$ cat config.mk
export PLATFORM = sky130hd
export DESIGN_NAME = szac_core
export DESIGN_NICKNAME = d
export VERILOG_FILES = /design/src/szac_pkg.sv /design/src/szac_core.sv
export VERILOG_INCLUDE_DIRS = /design/src
export SDC_FILE = /design/constraint.sdc
export NUM_CORES = 1
export LEC_CHECK = 0
export ABC_AREA = 1
export BUFFER_PORTS_ARGS = -buffer_cell sky130_fd_sc_hd__buf_2
export CORE_ASPECT_RATIO = 2
export CORE_MARGIN = 2
export CORE_UTILIZATION = 53
export CTS_CLUSTER_DIAMETER = 150
export DETAILED_ROUTE_END_ITERATION = 6
export PLACE_DENSITY = 0.8
export SLEW_MARGIN = 20
export SYNTH_ARGS = -nofsm -noshare
export SYNTH_HDL_FRONTEND = slang
export SYNTH_SLANG_ARGS = --single-unit
$ cat constraint.sdc
create_clock -name clk_in -period 2.35 [get_ports clk_in]
set_clock_uncertainty 0.15 [all_clocks]
set_input_delay 0.235 -clock clk_in [delete_from_list [all_inputs] [get_ports clk_in]]
set_output_delay 0.235 -clock clk_in [all_outputs]
set_load 0.005 [all_outputs]
$ cat src/szac_defines.svh
// Purpose: shared constants of the secure zone access control block
// Assumes: included by bare name, once per compilation unit
// Notes:   counts and codes only, types live in szac_pkg
`ifndef SZAC_DEFINES_SVH
`define SZAC_DEFINES_SVH
`define SZAC_PWD_SETS    8
`define SZAC_KEYS        4
`define SZAC_TRY_CNTS    12
`define SZAC_KEY_BASE    4'h8
`define SZAC_TRY_LIMIT   3'h4
`define SZAC_AT_MAX      4'h8
`define SZAC_SECURE_CODE 24'h22ef67
`define SZAC_LINK_WAKE   3'h5
`endif

$ cat src/szac_pkg.sv
// Purpose: types of the secure zone access control block
// Assumes: szac_defines.svh holds the numbers
// Notes:   all users write szac_pkg::name
package szac_pkg;
  typedef enum logic [2:0] {
    OP_READ   = 3'h0,
    OP_WRITE  = 3'h1,
    OP_PWD    = 3'h2,
    OP_AUTH   = 3'h3,
    OP_MACCHK = 3'h4,
    OP_SECURE = 3'h5,
    OP_CFG_RD = 3'h6,
    OP_CFG_WR = 3'h7
  } szac_op_t;
  typedef enum logic [1:0] {
    MODE_STD  = 2'h0,
    MODE_AUTH = 2'h1,
    MODE_ENC  = 2'h2
  } szac_mode_t;
  typedef enum logic [1:0] {
    AT_IDLE    = 2'h0,
    AT_BUF     = 2'h1,
    AT_COPY    = 2'h2,
    AT_RECOVER = 2'h3
  } szac_at_state_t;
  typedef enum logic [1:0] {
    NVM_NONE    = 2'h0,
    NVM_TO_BUF  = 2'h1,
    NVM_TO_DEST = 2'h2,
    NVM_RESTORE = 2'h3
  } szac_nvm_op_t;
  typedef struct packed {
    szac_op_t    op;
    logic [2:0]  set;
    logic        rd_pwd;
    logic        want_enc;
    logic [2:0]  addr_lo;
    logic        first;
    logic        last;
    logic [7:0]  data;
    logic [7:0]  old_data;
    logic [7:0]  lock_byte;
    logic [23:0] code;
    logic [23:0] ref_code;
    logic        pass;
  } szac_req_t;
  typedef struct packed {
    logic       page_lock;
    logic       mod_forbid;
    logic       prog_only;
    logic       enc_req;
    logic       pwd_en;
    logic [2:0] pwd_set;
    logic       auth_en;
    logic [1:0] key;
  } szac_zcfg_t;
  typedef struct packed {
    logic       ok;
    logic [7:0] data;
    logic       auth_code_on;
    logic       crypt;
  } szac_rsp_t;
endpackage

$ cat src/szac_core.sv
// Purpose: access rights and security state of a secure serial EEPROM
// Assumes: link framing and cipher sit outside; they hand over one
//          decoded request per byte or check, with compare results
// Notes:   attempt counters live in flops here, not in NVM
// Behaviour
// - anti-tearing writes limited to eight bytes
// - anti-tearing writes go to buffer, then destination
// - pending buffer restored automatically after power-up
// - page lowest byte guards its 8-byte page
// - zero bit n blocks writes to byte n
// - bit 0 zero locks the guard byte itself
// - guard byte bits only go one to zero
// - page-lock zone writes only first byte
// - password holds until reset or new one
// - eight sets, one active, write grants read
// - four keys; failed new attempt cancels success
// - four consecutive failures disable that set
// - standard mode offers modification detection checksum
// - auth code mismatch abandons command, drops mode
// - encryption covers read, write, password data
// - encryption-required zone refused unless encryption active
// - supervisor password opens configuration access
// - modify-forbidden rejects writes; program-only clears bits
// - configuration closed until secure code verified or supervisor password held
// - power-up starts in standard security mode
`timescale 1ns/1ns
`include "szac_defines.svh"
module szac_core (
  input  wire logic                 clk_in,
  input  wire logic                 rst_b_in,
  input  wire logic                 link_clk_in,
  input  wire logic                 card_rst_b_in,
  input  wire logic                 tear_pending_in,
  input  wire logic                 anti_tear_en_in,
  input  wire logic                 supervisor_en_in,
  input  wire logic [2:0]           supervisor_set_in,
  input  wire szac_pkg::szac_zcfg_t zcfg_in,
  input  wire logic                 req_valid_in,
  input  wire szac_pkg::szac_req_t  req_in,
  input  wire logic                 nvm_done_in,
  output logic                      req_ready_out,
  output logic                      rsp_valid_out,
  output szac_pkg::szac_rsp_t       rsp_out,
  output logic                      nvm_go_out,
  output szac_pkg::szac_nvm_op_t    nvm_op_out,
  output szac_pkg::szac_mode_t      mode_out,
  output logic                      cfg_open_out,
  output logic                      pwd_admin_out,
  output logic                      busy_out,
  output logic [11:0]               try_locked_out
);
  // Pin synchronisers and link wake-up count
  logic       lclk_meta_reg, lclk_meta_next;
  logic       lclk_reg, lclk_next;
  logic       lclk_prev_reg, lclk_prev_next;
  logic       crst_meta_reg, crst_meta_next;
  logic       crst_reg, crst_next;
  logic [2:0] wake_reg, wake_next;
  logic       woke;
  logic       card_rst;

  always_comb begin
    lclk_meta_next = link_clk_in;
    lclk_next      = lclk_meta_reg;
    lclk_prev_next = lclk_reg;
    crst_meta_next = card_rst_b_in;
    crst_next      = crst_meta_reg;
    wake_next      = wake_reg;
    // Host must clock the link a few times before the first command
    if (!crst_reg) begin
      wake_next = 3'h0;
    end else if (lclk_reg && !lclk_prev_reg && !woke) begin
      wake_next = 3'(wake_reg + 3'h1);
    end
  end

  always_ff @(posedge clk_in or negedge rst_b_in) begin
    if (!rst_b_in) begin
      lclk_meta_reg <= 1'b0;
      lclk_reg      <= 1'b0;
      lclk_prev_reg <= 1'b0;
      crst_meta_reg <= 1'b1;
      crst_reg      <= 1'b1;
      wake_reg      <= 3'h0;
    end else begin
      lclk_meta_reg <= lclk_meta_next;
      lclk_reg      <= lclk_next;
      lclk_prev_reg <= lclk_prev_next;
      crst_meta_reg <= crst_meta_next;
      crst_reg      <= crst_next;
      wake_reg      <= wake_next;
    end
  end

  assign woke     = (wake_reg == `SZAC_LINK_WAKE);
  assign card_rst = !crst_reg;

  // Security state registers
  logic                 pwd_valid_reg, pwd_valid_next;
  logic [2:0]           pwd_set_reg, pwd_set_next;
  logic                 pwd_rd_reg, pwd_rd_next;
  logic                 auth_valid_reg, auth_valid_next;
  logic [1:0]           auth_key_reg, auth_key_next;
  szac_pkg::szac_mode_t mode_reg, mode_next;
  logic                 cfg_open_reg, cfg_open_next;
  logic                 rsp_valid_reg, rsp_valid_next;
  szac_pkg::szac_rsp_t  rsp_reg, rsp_next;

  // Attempt counters: 8 password sets, then 4 keys
  logic [2:0] try_reg [`SZAC_TRY_CNTS];
  logic [2:0] try_next [`SZAC_TRY_CNTS];
  logic [3:0] try_idx;
  logic       try_upd;
  logic       try_bad;

  // Anti-tearing sequencer
  szac_pkg::szac_at_state_t at_reg, at_next;
  szac_pkg::szac_nvm_op_t   nop_reg, nop_next;
  logic                     go_reg, go_next;
  logic [3:0]               cnt_reg, cnt_next;
  logic                     any_reg, any_next;
  logic                     start_reg, start_next;

  // Access decisions, pure combinational
  logic       take;
  logic       rd_ok;
  logic       wr_ok;
  logic       pwd_rd_ok;
  logic       pwd_wr_ok;
  logic       auth_ok;
  logic       enc_ok;
  logic       lock_ok;
  logic       cnt_ok;
  logic       prog;
  logic [7:0] wr_data;
  logic       admin;

  assign busy_out      = (at_reg != szac_pkg::AT_IDLE) || start_reg;
  assign req_ready_out = woke && !busy_out && !card_rst;
  assign take          = req_valid_in && req_ready_out;
  assign admin = supervisor_en_in && pwd_valid_reg && !pwd_rd_reg &&
                 (pwd_set_reg == supervisor_set_in);

  always_comb begin
    // Either password of the set opens reads of the zone
    pwd_rd_ok = !zcfg_in.pwd_en ||
                (pwd_valid_reg && pwd_set_reg == zcfg_in.pwd_set);
    pwd_wr_ok = pwd_rd_ok && (!zcfg_in.pwd_en || !pwd_rd_reg);
    auth_ok   = !zcfg_in.auth_en ||
                (auth_valid_reg && auth_key_reg == zcfg_in.key);
    // Unrequired zones simply pass in any mode
    enc_ok    = !zcfg_in.enc_req ||
                mode_reg == szac_pkg::MODE_ENC;
    // Index 0 picks bit 0, which guards the guard byte itself
    lock_ok   = !zcfg_in.page_lock ||
                (req_in.first &&
                 req_in.lock_byte[req_in.addr_lo]);
    cnt_ok    = !anti_tear_en_in || req_in.first ||
                cnt_reg < `SZAC_AT_MAX;
    rd_ok     = pwd_rd_ok && auth_ok && enc_ok;
    wr_ok     = !zcfg_in.mod_forbid && pwd_wr_ok && auth_ok && enc_ok &&
                lock_ok && cnt_ok;
    prog      = zcfg_in.prog_only ||
                (zcfg_in.page_lock && req_in.addr_lo == 3'h0);
    wr_data   = prog ? (req_in.data & req_in.old_data)
                     : req_in.data;
  end

  always_comb begin
    pwd_valid_next  = pwd_valid_reg;
    pwd_set_next    = pwd_set_reg;
    pwd_rd_next     = pwd_rd_reg;
    auth_valid_next = auth_valid_reg;
    auth_key_next   = auth_key_reg;
    mode_next       = mode_reg;
    cfg_open_next   = cfg_open_reg;
    rsp_valid_next  = 1'b0;
    rsp_next        = rsp_reg;
    try_idx         = 4'h0;
    try_upd         = 1'b0;
    try_bad         = 1'b0;
    if (card_rst) begin
      // Reset pin drops every granted right
      pwd_valid_next  = 1'b0;
      auth_valid_next = 1'b0;
      mode_next       = szac_pkg::MODE_STD;
      cfg_open_next   = 1'b0;
    end else if (take) begin
      rsp_valid_next   = 1'b1;
      rsp_next.ok      = 1'b0;
      rsp_next.data    = req_in.data;
      unique case (req_in.op)
        szac_pkg::OP_READ: begin
          rsp_next.ok = rd_ok;
        end
        szac_pkg::OP_WRITE: begin
          rsp_next.ok   = wr_ok;
          rsp_next.data = wr_data;
        end
        szac_pkg::OP_PWD: begin
          try_idx = {1'b0, req_in.set};
          if (!try_locked_out[try_idx]) begin
            try_upd         = 1'b1;
            try_bad         = req_in.code != req_in.ref_code;
            rsp_next.ok     = !try_bad;
            // A new presentation replaces the old one, pass or fail
            pwd_valid_next  = !try_bad;
            pwd_set_next    = req_in.set;
            pwd_rd_next     = req_in.rd_pwd;
          end
        end
        szac_pkg::OP_AUTH: begin
          try_idx = `SZAC_KEY_BASE | {2'h0, req_in.set[1:0]};
          if (!try_locked_out[try_idx]) begin
            try_upd         = 1'b1;
            try_bad         = !req_in.pass;
            rsp_next.ok     = req_in.pass;
            auth_valid_next = req_in.pass;
            auth_key_next   = req_in.set[1:0];
            if (!req_in.pass) begin
              mode_next = szac_pkg::MODE_STD;
            end else if (req_in.want_enc) begin
              mode_next = szac_pkg::MODE_ENC;
            end else begin
              mode_next = szac_pkg::MODE_AUTH;
            end
          end
        end
        szac_pkg::OP_MACCHK: begin
          // Standard mode: host checks the MDC itself
          rsp_next.ok = mode_reg == szac_pkg::MODE_STD ||
                        req_in.pass;
          if (mode_reg != szac_pkg::MODE_STD && !req_in.pass) begin
            mode_next       = szac_pkg::MODE_STD;
            auth_valid_next = 1'b0;
          end
        end
        szac_pkg::OP_SECURE: begin
          cfg_open_next = req_in.code == `SZAC_SECURE_CODE;
          rsp_next.ok   = cfg_open_next;
        end
        szac_pkg::OP_CFG_RD,
        szac_pkg::OP_CFG_WR: begin
          rsp_next.ok = cfg_open_reg || admin;
        end
      endcase
      rsp_next.auth_code_on = mode_next != szac_pkg::MODE_STD;
      rsp_next.crypt        = mode_reg == szac_pkg::MODE_ENC;
    end
  end

  always_ff @(posedge clk_in or negedge rst_b_in) begin
    if (!rst_b_in) begin
      pwd_valid_reg  <= 1'b0;
      pwd_set_reg    <= 3'h0;
      pwd_rd_reg     <= 1'b0;
      auth_valid_reg <= 1'b0;
      auth_key_reg   <= 2'h0;
      mode_reg       <= szac_pkg::MODE_STD;
      cfg_open_reg   <= 1'b0;
      rsp_valid_reg  <= 1'b0;
      rsp_reg        <= '0;
    end else begin
      pwd_valid_reg  <= pwd_valid_next;
      pwd_set_reg    <= pwd_set_next;
      pwd_rd_reg     <= pwd_rd_next;
      auth_valid_reg <= auth_valid_next;
      auth_key_reg   <= auth_key_next;
      mode_reg       <= mode_next;
      cfg_open_reg   <= cfg_open_next;
      rsp_valid_reg  <= rsp_valid_next;
      rsp_reg        <= rsp_next;
    end
  end

  // Success clears a counter; a saturated one no longer moves
  for (genvar i = 0; i < `SZAC_TRY_CNTS; i++) begin : g_try
    always_comb begin
      try_next[i] = try_reg[i];
      if (try_upd && try_idx == 4'(i)) begin
        try_next[i] = try_bad ? 3'(try_reg[i] + 3'h1) : 3'h0;
      end
    end

    always_ff @(posedge clk_in or negedge rst_b_in) begin
      if (!rst_b_in) begin
        try_reg[i] <= 3'h0;
      end else begin
        try_reg[i] <= try_next[i];
      end
    end

    assign try_locked_out[i] = try_reg[i] == `SZAC_TRY_LIMIT;
  end

  always_comb begin
    at_next    = at_reg;
    nop_next   = nop_reg;
    go_next    = 1'b0;
    cnt_next   = cnt_reg;
    any_next   = any_reg;
    start_next = 1'b0;
    unique case (at_reg)
      szac_pkg::AT_IDLE: begin
        if (start_reg) begin
          // Buffer flag sampled once, on the first edge after reset
          if (tear_pending_in) begin
            at_next  = szac_pkg::AT_RECOVER;
            nop_next = szac_pkg::NVM_RESTORE;
            go_next  = 1'b1;
          end
        end else if (take && req_in.op == szac_pkg::OP_WRITE &&
                     anti_tear_en_in) begin
          cnt_next = req_in.first ? 4'h1 : 4'(cnt_reg + 4'h1);
          any_next = (any_reg && !req_in.first) || wr_ok;
          if (req_in.last && ((any_reg && !req_in.first) || wr_ok)) begin
            at_next  = szac_pkg::AT_BUF;
            nop_next = szac_pkg::NVM_TO_BUF;
            go_next  = 1'b1;
            any_next = 1'b0;
          end
        end
      end
      szac_pkg::AT_BUF: begin
        if (nvm_done_in) begin
          at_next  = szac_pkg::AT_COPY;
          nop_next = szac_pkg::NVM_TO_DEST;
          go_next  = 1'b1;
        end
      end
      szac_pkg::AT_COPY,
      szac_pkg::AT_RECOVER: begin
        if (nvm_done_in) begin
          at_next  = szac_pkg::AT_IDLE;
          nop_next = szac_pkg::NVM_NONE;
        end
      end
    endcase
  end

  always_ff @(posedge clk_in or negedge rst_b_in) begin
    if (!rst_b_in) begin
      at_reg    <= szac_pkg::AT_IDLE;
      nop_reg   <= szac_pkg::NVM_NONE;
      go_reg    <= 1'b0;
      cnt_reg   <= 4'h0;
      any_reg   <= 1'b0;
      start_reg <= 1'b1;
    end else begin
      at_reg    <= at_next;
      nop_reg   <= nop_next;
      go_reg    <= go_next;
      cnt_reg   <= cnt_next;
      any_reg   <= any_next;
      start_reg <= start_next;
    end
  end

  assign rsp_valid_out = rsp_valid_reg;
  assign rsp_out       = rsp_reg;
  assign nvm_go_out    = go_reg;
  assign nvm_op_out    = nop_reg;
  assign mode_out      = mode_reg;
  assign cfg_open_out  = cfg_open_reg;
  assign pwd_admin_out = admin;
endmodule

==> impl_metrics.ini, run 1 <==
[pwr]
irDropWorstVdd_v = 0.000446
switchingPower_mw = 0.794
p_clk_frac = 0.469
p_leak_nw = 3.45
power_frac_comb = 0.131
p_int_mw = 2.64
seqPwrFrac = 0.400
netSwitchingFraction = 0.231
power.density_nw_per_um2 = 540

[route]
wl_per_cell_um = 14.9
via_per_inst = 5.38
remaining_drc_errors = 0
drtAntennaViolNets = 0
drt_iter0_markers = 230
drt_wl_total_um = 13700
drtPass1Iterations = 5
vias = 4931

[global_route]
antenna_found_initial = 0
grt_pass1_wl_um = 21500
grt_max_degree = 40
overflow = 0
grt_usage = 0.269
grt_pass1_vias = 5010

[setup_path]
cp_slowest_cell = dfrtp_1
r2r_cells = 9
start_kind = flip-flop
endpoint_kind = flip-flop
cp_common_cell = nor3_4
cp_max_fo = 17
critPathKind = flip-flop to flip-flop
slowest_delay_ns = 0.43
r2r-end = cnt_reg[3]
r2r-start = nvm_op_out[0]
cp.required_ns = 2.41
crit_chain = nor2_4, nand2_2, nor3_4, nand2_4, buf_4, nor3_4, nand4_1, xor2_1, a21oi_1
arrival_ns = 2.36
reg2reg_slack_ns = 0.05

[placement]
place_ws_ns = 0.0125
dp_cells = 886
dpl-instance-area_sq_um = 5770
portBuffers = 141
place_congestion = 0.913
dp_hpwl_um = 10300

[sta]
timing.final.max_slew_violations = 0
tightestPinTransition_ns = 0.531
layout_min_cycle_time_ns = 2.30
min_period_over_period = 0.979
fin_ws_ns = 0.0495
setup_tns_ns = 0
hold_violations = 0
max_freq_mhz = 435
slew_headroom = 0.646
hold_ws_ns = 0.0198
setup_viol = 0

[clock_tree]
cts_tree = yes
root_buffer = clkbuf_16
cts_buffer_depth = 2
cts.clk_slew.worst_paths_ns = 0.06
insertion_delay_ns = 0.34
numClockSinks = 76
cts_buffers = 9
h-tree-depth = 3

[layout]
diodes = 0
fin_area_sq_um = 6360
fin_nets = 946
n_fill_cell = 717
area_growth_pct = 29.3
drive_gt1_frac = 0.260
final_cells = 917
largest_reg_flops = 36

[synthesis]
ys_seq_elements = 76
ys_warn_count = 0
syn_area_sq_um = 4920
synth_nets = 785
synth-async-reset-ratio = 1.00
synthCells = 649
yosysSeqAreaShare = 0.387
syn-mean-instance-area_sq_um = 7.58
synth_edf_count = 0
ys.flop_type = dfrtp_1
netlist-cell-type-count = 42

[min_path]
hold_depth = 2
whs_endpoint = cnt_reg[2]
hold_path.startpoint = req_in[74]
hold_class = input port to flip-flop

[outcome]
status = complete, no violations

[die]
die_area_sq_um = 10100
row_count = 49
io_pins = 142
die_y_um = 140
fp.dieW_um = 72.1
start_util = 0.546
core_sq_um = 9010

[job]
drv_cap = 0
## cell usage in the layout (no fill, tap or decap), types with 12 or more instances in the layout
master         instances
xor2_1                18
nor2_1                45
xnor2_1               19
inv_1                 96
nand2_1              149
dfrtp_1               73
nor2_4                13
buf_2                140
dlygate4sd3_1         12
nand3_1               38
nand4_1               43
ha_1                  27
o21ai_0               34
o21ai_1               16
## power groups by stage
stage | clock [mW] | sequential (mW) | combinational (mW)
3_3_place_gp | 0 | 1.40 | 0.408
2_1_floorplan | 0 | 1.40 | 0.203
4_1_cts | 1.62 | 1.38 | 0.441
3_5_place_dp | 0 | 1.40 | 0.420
5_1_grt | 1.68 | 1.38 | 0.501
6_report | 1.61 | 1.37 | 0.450
## cells in the mapped netlist (all sizes together) (9+ instances only)
cell type  count  area (sq um)
nand2        157           609
inv          102           383
dfrtp         73          1830
nor2          67           329
o21ai         50           250
nand4         43           269
nand3         39           195
ha            27           338
xnor2         19           166
xor2          18           158
a21oi         10          50.1
buf            9          51.3
nor3           9          66.3
## stage by stage
step,power (mW),utilization
after floorplan,1.60,-
after global placement,1.81,0.640
after detailed placement,1.82,0.640
after CTS,3.43,0.694
after global routing,3.56,0.706
final,3.43,0.706
## cells by family after synthesis
logic type               Yosys count  synth area share
AO/OA/AOI/OAI                     69            0.0758
flip-flops                        76             0.387
AND/OR/NAND/NOR                  323             0.309
buffers and inverters            116            0.0923
adder cells (fa/ha/maj)           27            0.0687
other                              1          0.000762
XOR/XNOR                          37            0.0659
## critical path, delay by kind of cell, from the launching register on
family	cells	cell delay [ns]
and+or+nand+nor	6	1.05
AOI/OAI and AO/OA	1	0.07
DFF	1	0.43
buffers and inverters	1	0.22
xor gates and xnor gates	1	0.25
## layout make-up
class / count / area, sq um / share of cell area
Clock buffer: 12 / 256 / 0.0403
Tap cell: 102 / 128 / 0.0201
Timing Repair Buffer: 163 / 950 / 0.149
Multi-Input combinational cell: 457 / 2640 / 0.415
Sequential cell: 76 / 1910 / 0.300
Inverter: 103 / 388 / 0.0610
Clock inverter: 4 / 95.1 / 0.0150
## worst max path at each step
stage                     cells past startpoint           to  slack, ns           from
after global placement                        8   cnt_reg[3]       0.13       crst_reg
after floorplan                              15   try_reg[8]       0.37     try_reg[3]
after global routing                         11  try_reg[24]      -0.02  nvm_op_out[0]
after detailed placement                     10   cnt_reg[3]       0.01    wake_reg[1]
final                                         9   cnt_reg[3]       0.05  nvm_op_out[0]
after CTS                                    10   cnt_reg[3]       0.08    wake_reg[1]
## per-layer routing
metal / wire, um / vias up / track usage / share of wire
met5: 0 / - / 0 / 0
met4: 528 / 0 / 0.135 / 0.039
met3: 723 / 50 / 0.0482 / 0.053
met2: 7740 / 165 / 0.514 / 0.57
met1: 4660 / 2302 / 0.261 / 0.34
li1: - / 2414 / - / -
## what timing repair did
action                                  CTS  global route
buffers inserted                          1             1
gates cloned                              0             1
hold endpoints to repair                 49             0
pin swaps                                 4             5
gates resized for setup                   1            20
hold buffers                             12             0
endpoints found under the setup margin    1            36
Power figures use the tool's default switching activity.
==> run 2: changes to the inputs <==
--- a/config.mk
+++ b/config.mk
@@ -8,12 +8,13 @@
 export LEC_CHECK = 0
 export ABC_AREA = 1
 export BUFFER_PORTS_ARGS = -buffer_cell sky130_fd_sc_hd__buf_2
-export CORE_ASPECT_RATIO = 2
+export CORE_ASPECT_RATIO = 1.5
 export CORE_MARGIN = 2
 export CORE_UTILIZATION = 53
 export CTS_CLUSTER_DIAMETER = 150
 export DETAILED_ROUTE_END_ITERATION = 6
 export PLACE_DENSITY = 0.8
+export SETUP_SLACK_MARGIN = 0.5
 export SLEW_MARGIN = 20
 export SYNTH_ARGS = -nofsm -noshare
 export SYNTH_HDL_FRONTEND = slang
==> run 2 against run 1 <==
Compared with the run above:
- final cell count grew 6.0%
- hold slack gained 0.013 ns
- maximum frequency shrank 0.67%
- global-route usage grew 2.6 points
- sequential power is essentially flat
- combinational power grew 24%
- clock-buffer cell count grew 1
- sequential share of layout area shrank 2.7 points
- flip-flop and latch count is the same
- first-iteration DRC count grew 45%
- via count grew 8.4%
- die area shrank 0.30%
==> impl_metrics.ini, run 2 (same netlist as run 1, synthesis figures left out) <==
[outcome]
status = complete, no violations

[route]
wl_per_cell_um = 15.8
drtPass1Iterations = 5
drt_iter0_markers = 333
vias = 5343
remaining_drc_errors = 0
via_per_inst = 5.50
drt_wl_total_um = 15400
drtAntennaViolNets = 0

[min_path]
hold_class = input port to flip-flop

[layout]
drive_gt1_frac = 0.360
layout_commonest_cell = buf_2
mostFrequentLayoutCells = 140 x buf_2, 132 x nand2_1, 79 x inv_1
largest_reg_flops = 36
fin_area_sq_um = 7000
fin_nets = 991
multi_input_area_sq_um = 2900
diodes = 0
fin_util = 0.765
area_growth_pct = 42.2
regArea_sq_um = 1910
n_fill_cell = 623

[pwr]
p_leak_nw = 3.70
power.density_nw_per_um2 = 500
irDropWorstVdd_v = 0.000388
power_mw = 3.50

[global_route]
overflow = 0
grt_pass1_vias = 5381
grt_usage = 0.294
antenna_found_initial = 0
grt_pass1_wl_um = 23100
grt_max_degree = 77

[clock_tree]
cts_buffer_depth = 2
cts_buffers = 9
h-tree-depth = 3
cts.clk_slew.worst_paths_ns = 0.06
cts_tree = yes
numClockSinks = 76
insertion_delay_ns = 0.34
root_buffer = clkbuf_16

[sta]
timing.final.max_slew_violations = 0
setup_viol = 0
tightestPinTransition_ns = 0.541
layout_min_cycle_time_ns = 2.32
slew_headroom = 0.635
hold_violations = 0
rsz0062_at_grt = yes
min_period_over_period = 0.985
max_freq_mhz = 432

[setup_path]
critPathKind = flip-flop to flip-flop
cp_max_fo = 7
start_kind = flip-flop
r2r-start = try_reg[7]
crit_end = try_reg[2]
r2r_cells = 14
arrival_ns = 2.43
r2r-end = try_reg[2]
critPathLaunch = try_reg[7]
reg2reg_slack_ns = 0.03
endpoint_kind = flip-flop
cp.required_ns = 2.46

[placement]
dpl-instance-area_sq_um = 5810
dp_hpwl_um = 9790
place_congestion = 0.885
portBuffers = 141

[die]
fp.dieW_um = 82.7
die_y_um = 122
die_area_sq_um = 10100
start_util = 0.538
row_count = 43
core_sq_um = 9150
io_pins = 142

[job]
drv_cap = 0
==> run 2: cell count changes in the layout (fill, tap and decap cells not counted), moves of 9 or more <==
cell | before | now
inv_2 | 6 | 23
o21ai_1 | 16 | 30
nand2_2 | 5 | 18
buf_4 | 7 | 39
nor2_4 | 13 | 22
inv_1 | 96 | 79
nand2_1 | 149 | 132
o21ai_0 | 34 | 17
==> run 2: per-layer routing <==
| layer | up-vias | routed length, um | GRT usage | part of all wire |
|---|---|---|---|---|
| met2 | 248 | 8080 | 0.537 | 0.53 |
| met5 | - | 0 | 0 | 0 |
| met3 | 58 | 1130 | 0.0630 | 0.073 |
| met1 | 2526 | 5520 | 0.308 | 0.36 |
| met4 | 0 | 637 | 0.147 | 0.041 |
| li1 | 2511 | - | - | - |
==> run 2: area by class of cell <==
cell class                 count  area share
clock buffer                  13      0.0386
multi-input combinational    461       0.414
tap                          112      0.0200
inverter                     103      0.0556
sequential                    76       0.273
clock inverter                 3     0.00966
timing repair buffer         204       0.189
==> run 2: timing repair <==
action	4_1_cts	5_1_grt
gates resized for setup	63	44
endpoints found under the setup margin	60	66
cloned	6	0
pin swaps	23	32
hold buffers	13	0
setup buffers	26	15
hold endpoints to repair	85	0
==> run 2: power by group <==
part | switching [mW] | internal (mW) | leakage [nW]
Clock | 0.552 | 1.02 | 0.162
Combinational | 0.294 | 0.265 | 2.68
Sequential | 0.0248 | 1.34 | 0.860
==> run 2: how the worst min path moves through the flow <==
stage / startpoint / end / slack (ns) / cells after the start
after CTS: req_in[74] / cnt_reg[3] / 0.01 / 2
after global placement: rst_b_in / nvm_op_out[0] / 0.13 / 2
after global routing: req_in[74] / cnt_reg[3] / 0.03 / 2
after floorplan: rst_b_in / any_reg / -0.21 / 0
after detailed placement: rst_b_in / nvm_op_out[0] / 0.13 / 2
final: req_in[74] / cnt_reg[3] / 0.03 / 2
==> run 2: stage by stage <==
stage,std cells,worst slack (ns),hold slack (ns),TNS (ns)
2_1_floorplan,649,0.425,-0.211,0
3_3_place_gp,896,0.110,0.131,0
3_5_place_dp,896,0.0870,0.128,0
4_1_cts,957,0.297,0.0134,0
5_1_grt,972,-0.0717,0.0298,-0.165
6_report,972,0.0341,0.0331,0
==> run 2: worst max-delay path: stages (launching register included) <==
cell and delay [ns]:
dfrtp_1 0.38, inv_1 0.09, ha_4 0.16, nand2_2 0.05, inv_2 0.04, o21ai_1 0.13, nor2_1 0.08, nor2_2 0.16
nand2_2 0.12, or2_4 0.31, nand2_8 0.10, buf_6 0.13, buf_16 0.11, nand4_1 0.11, o21ai_1 0.12
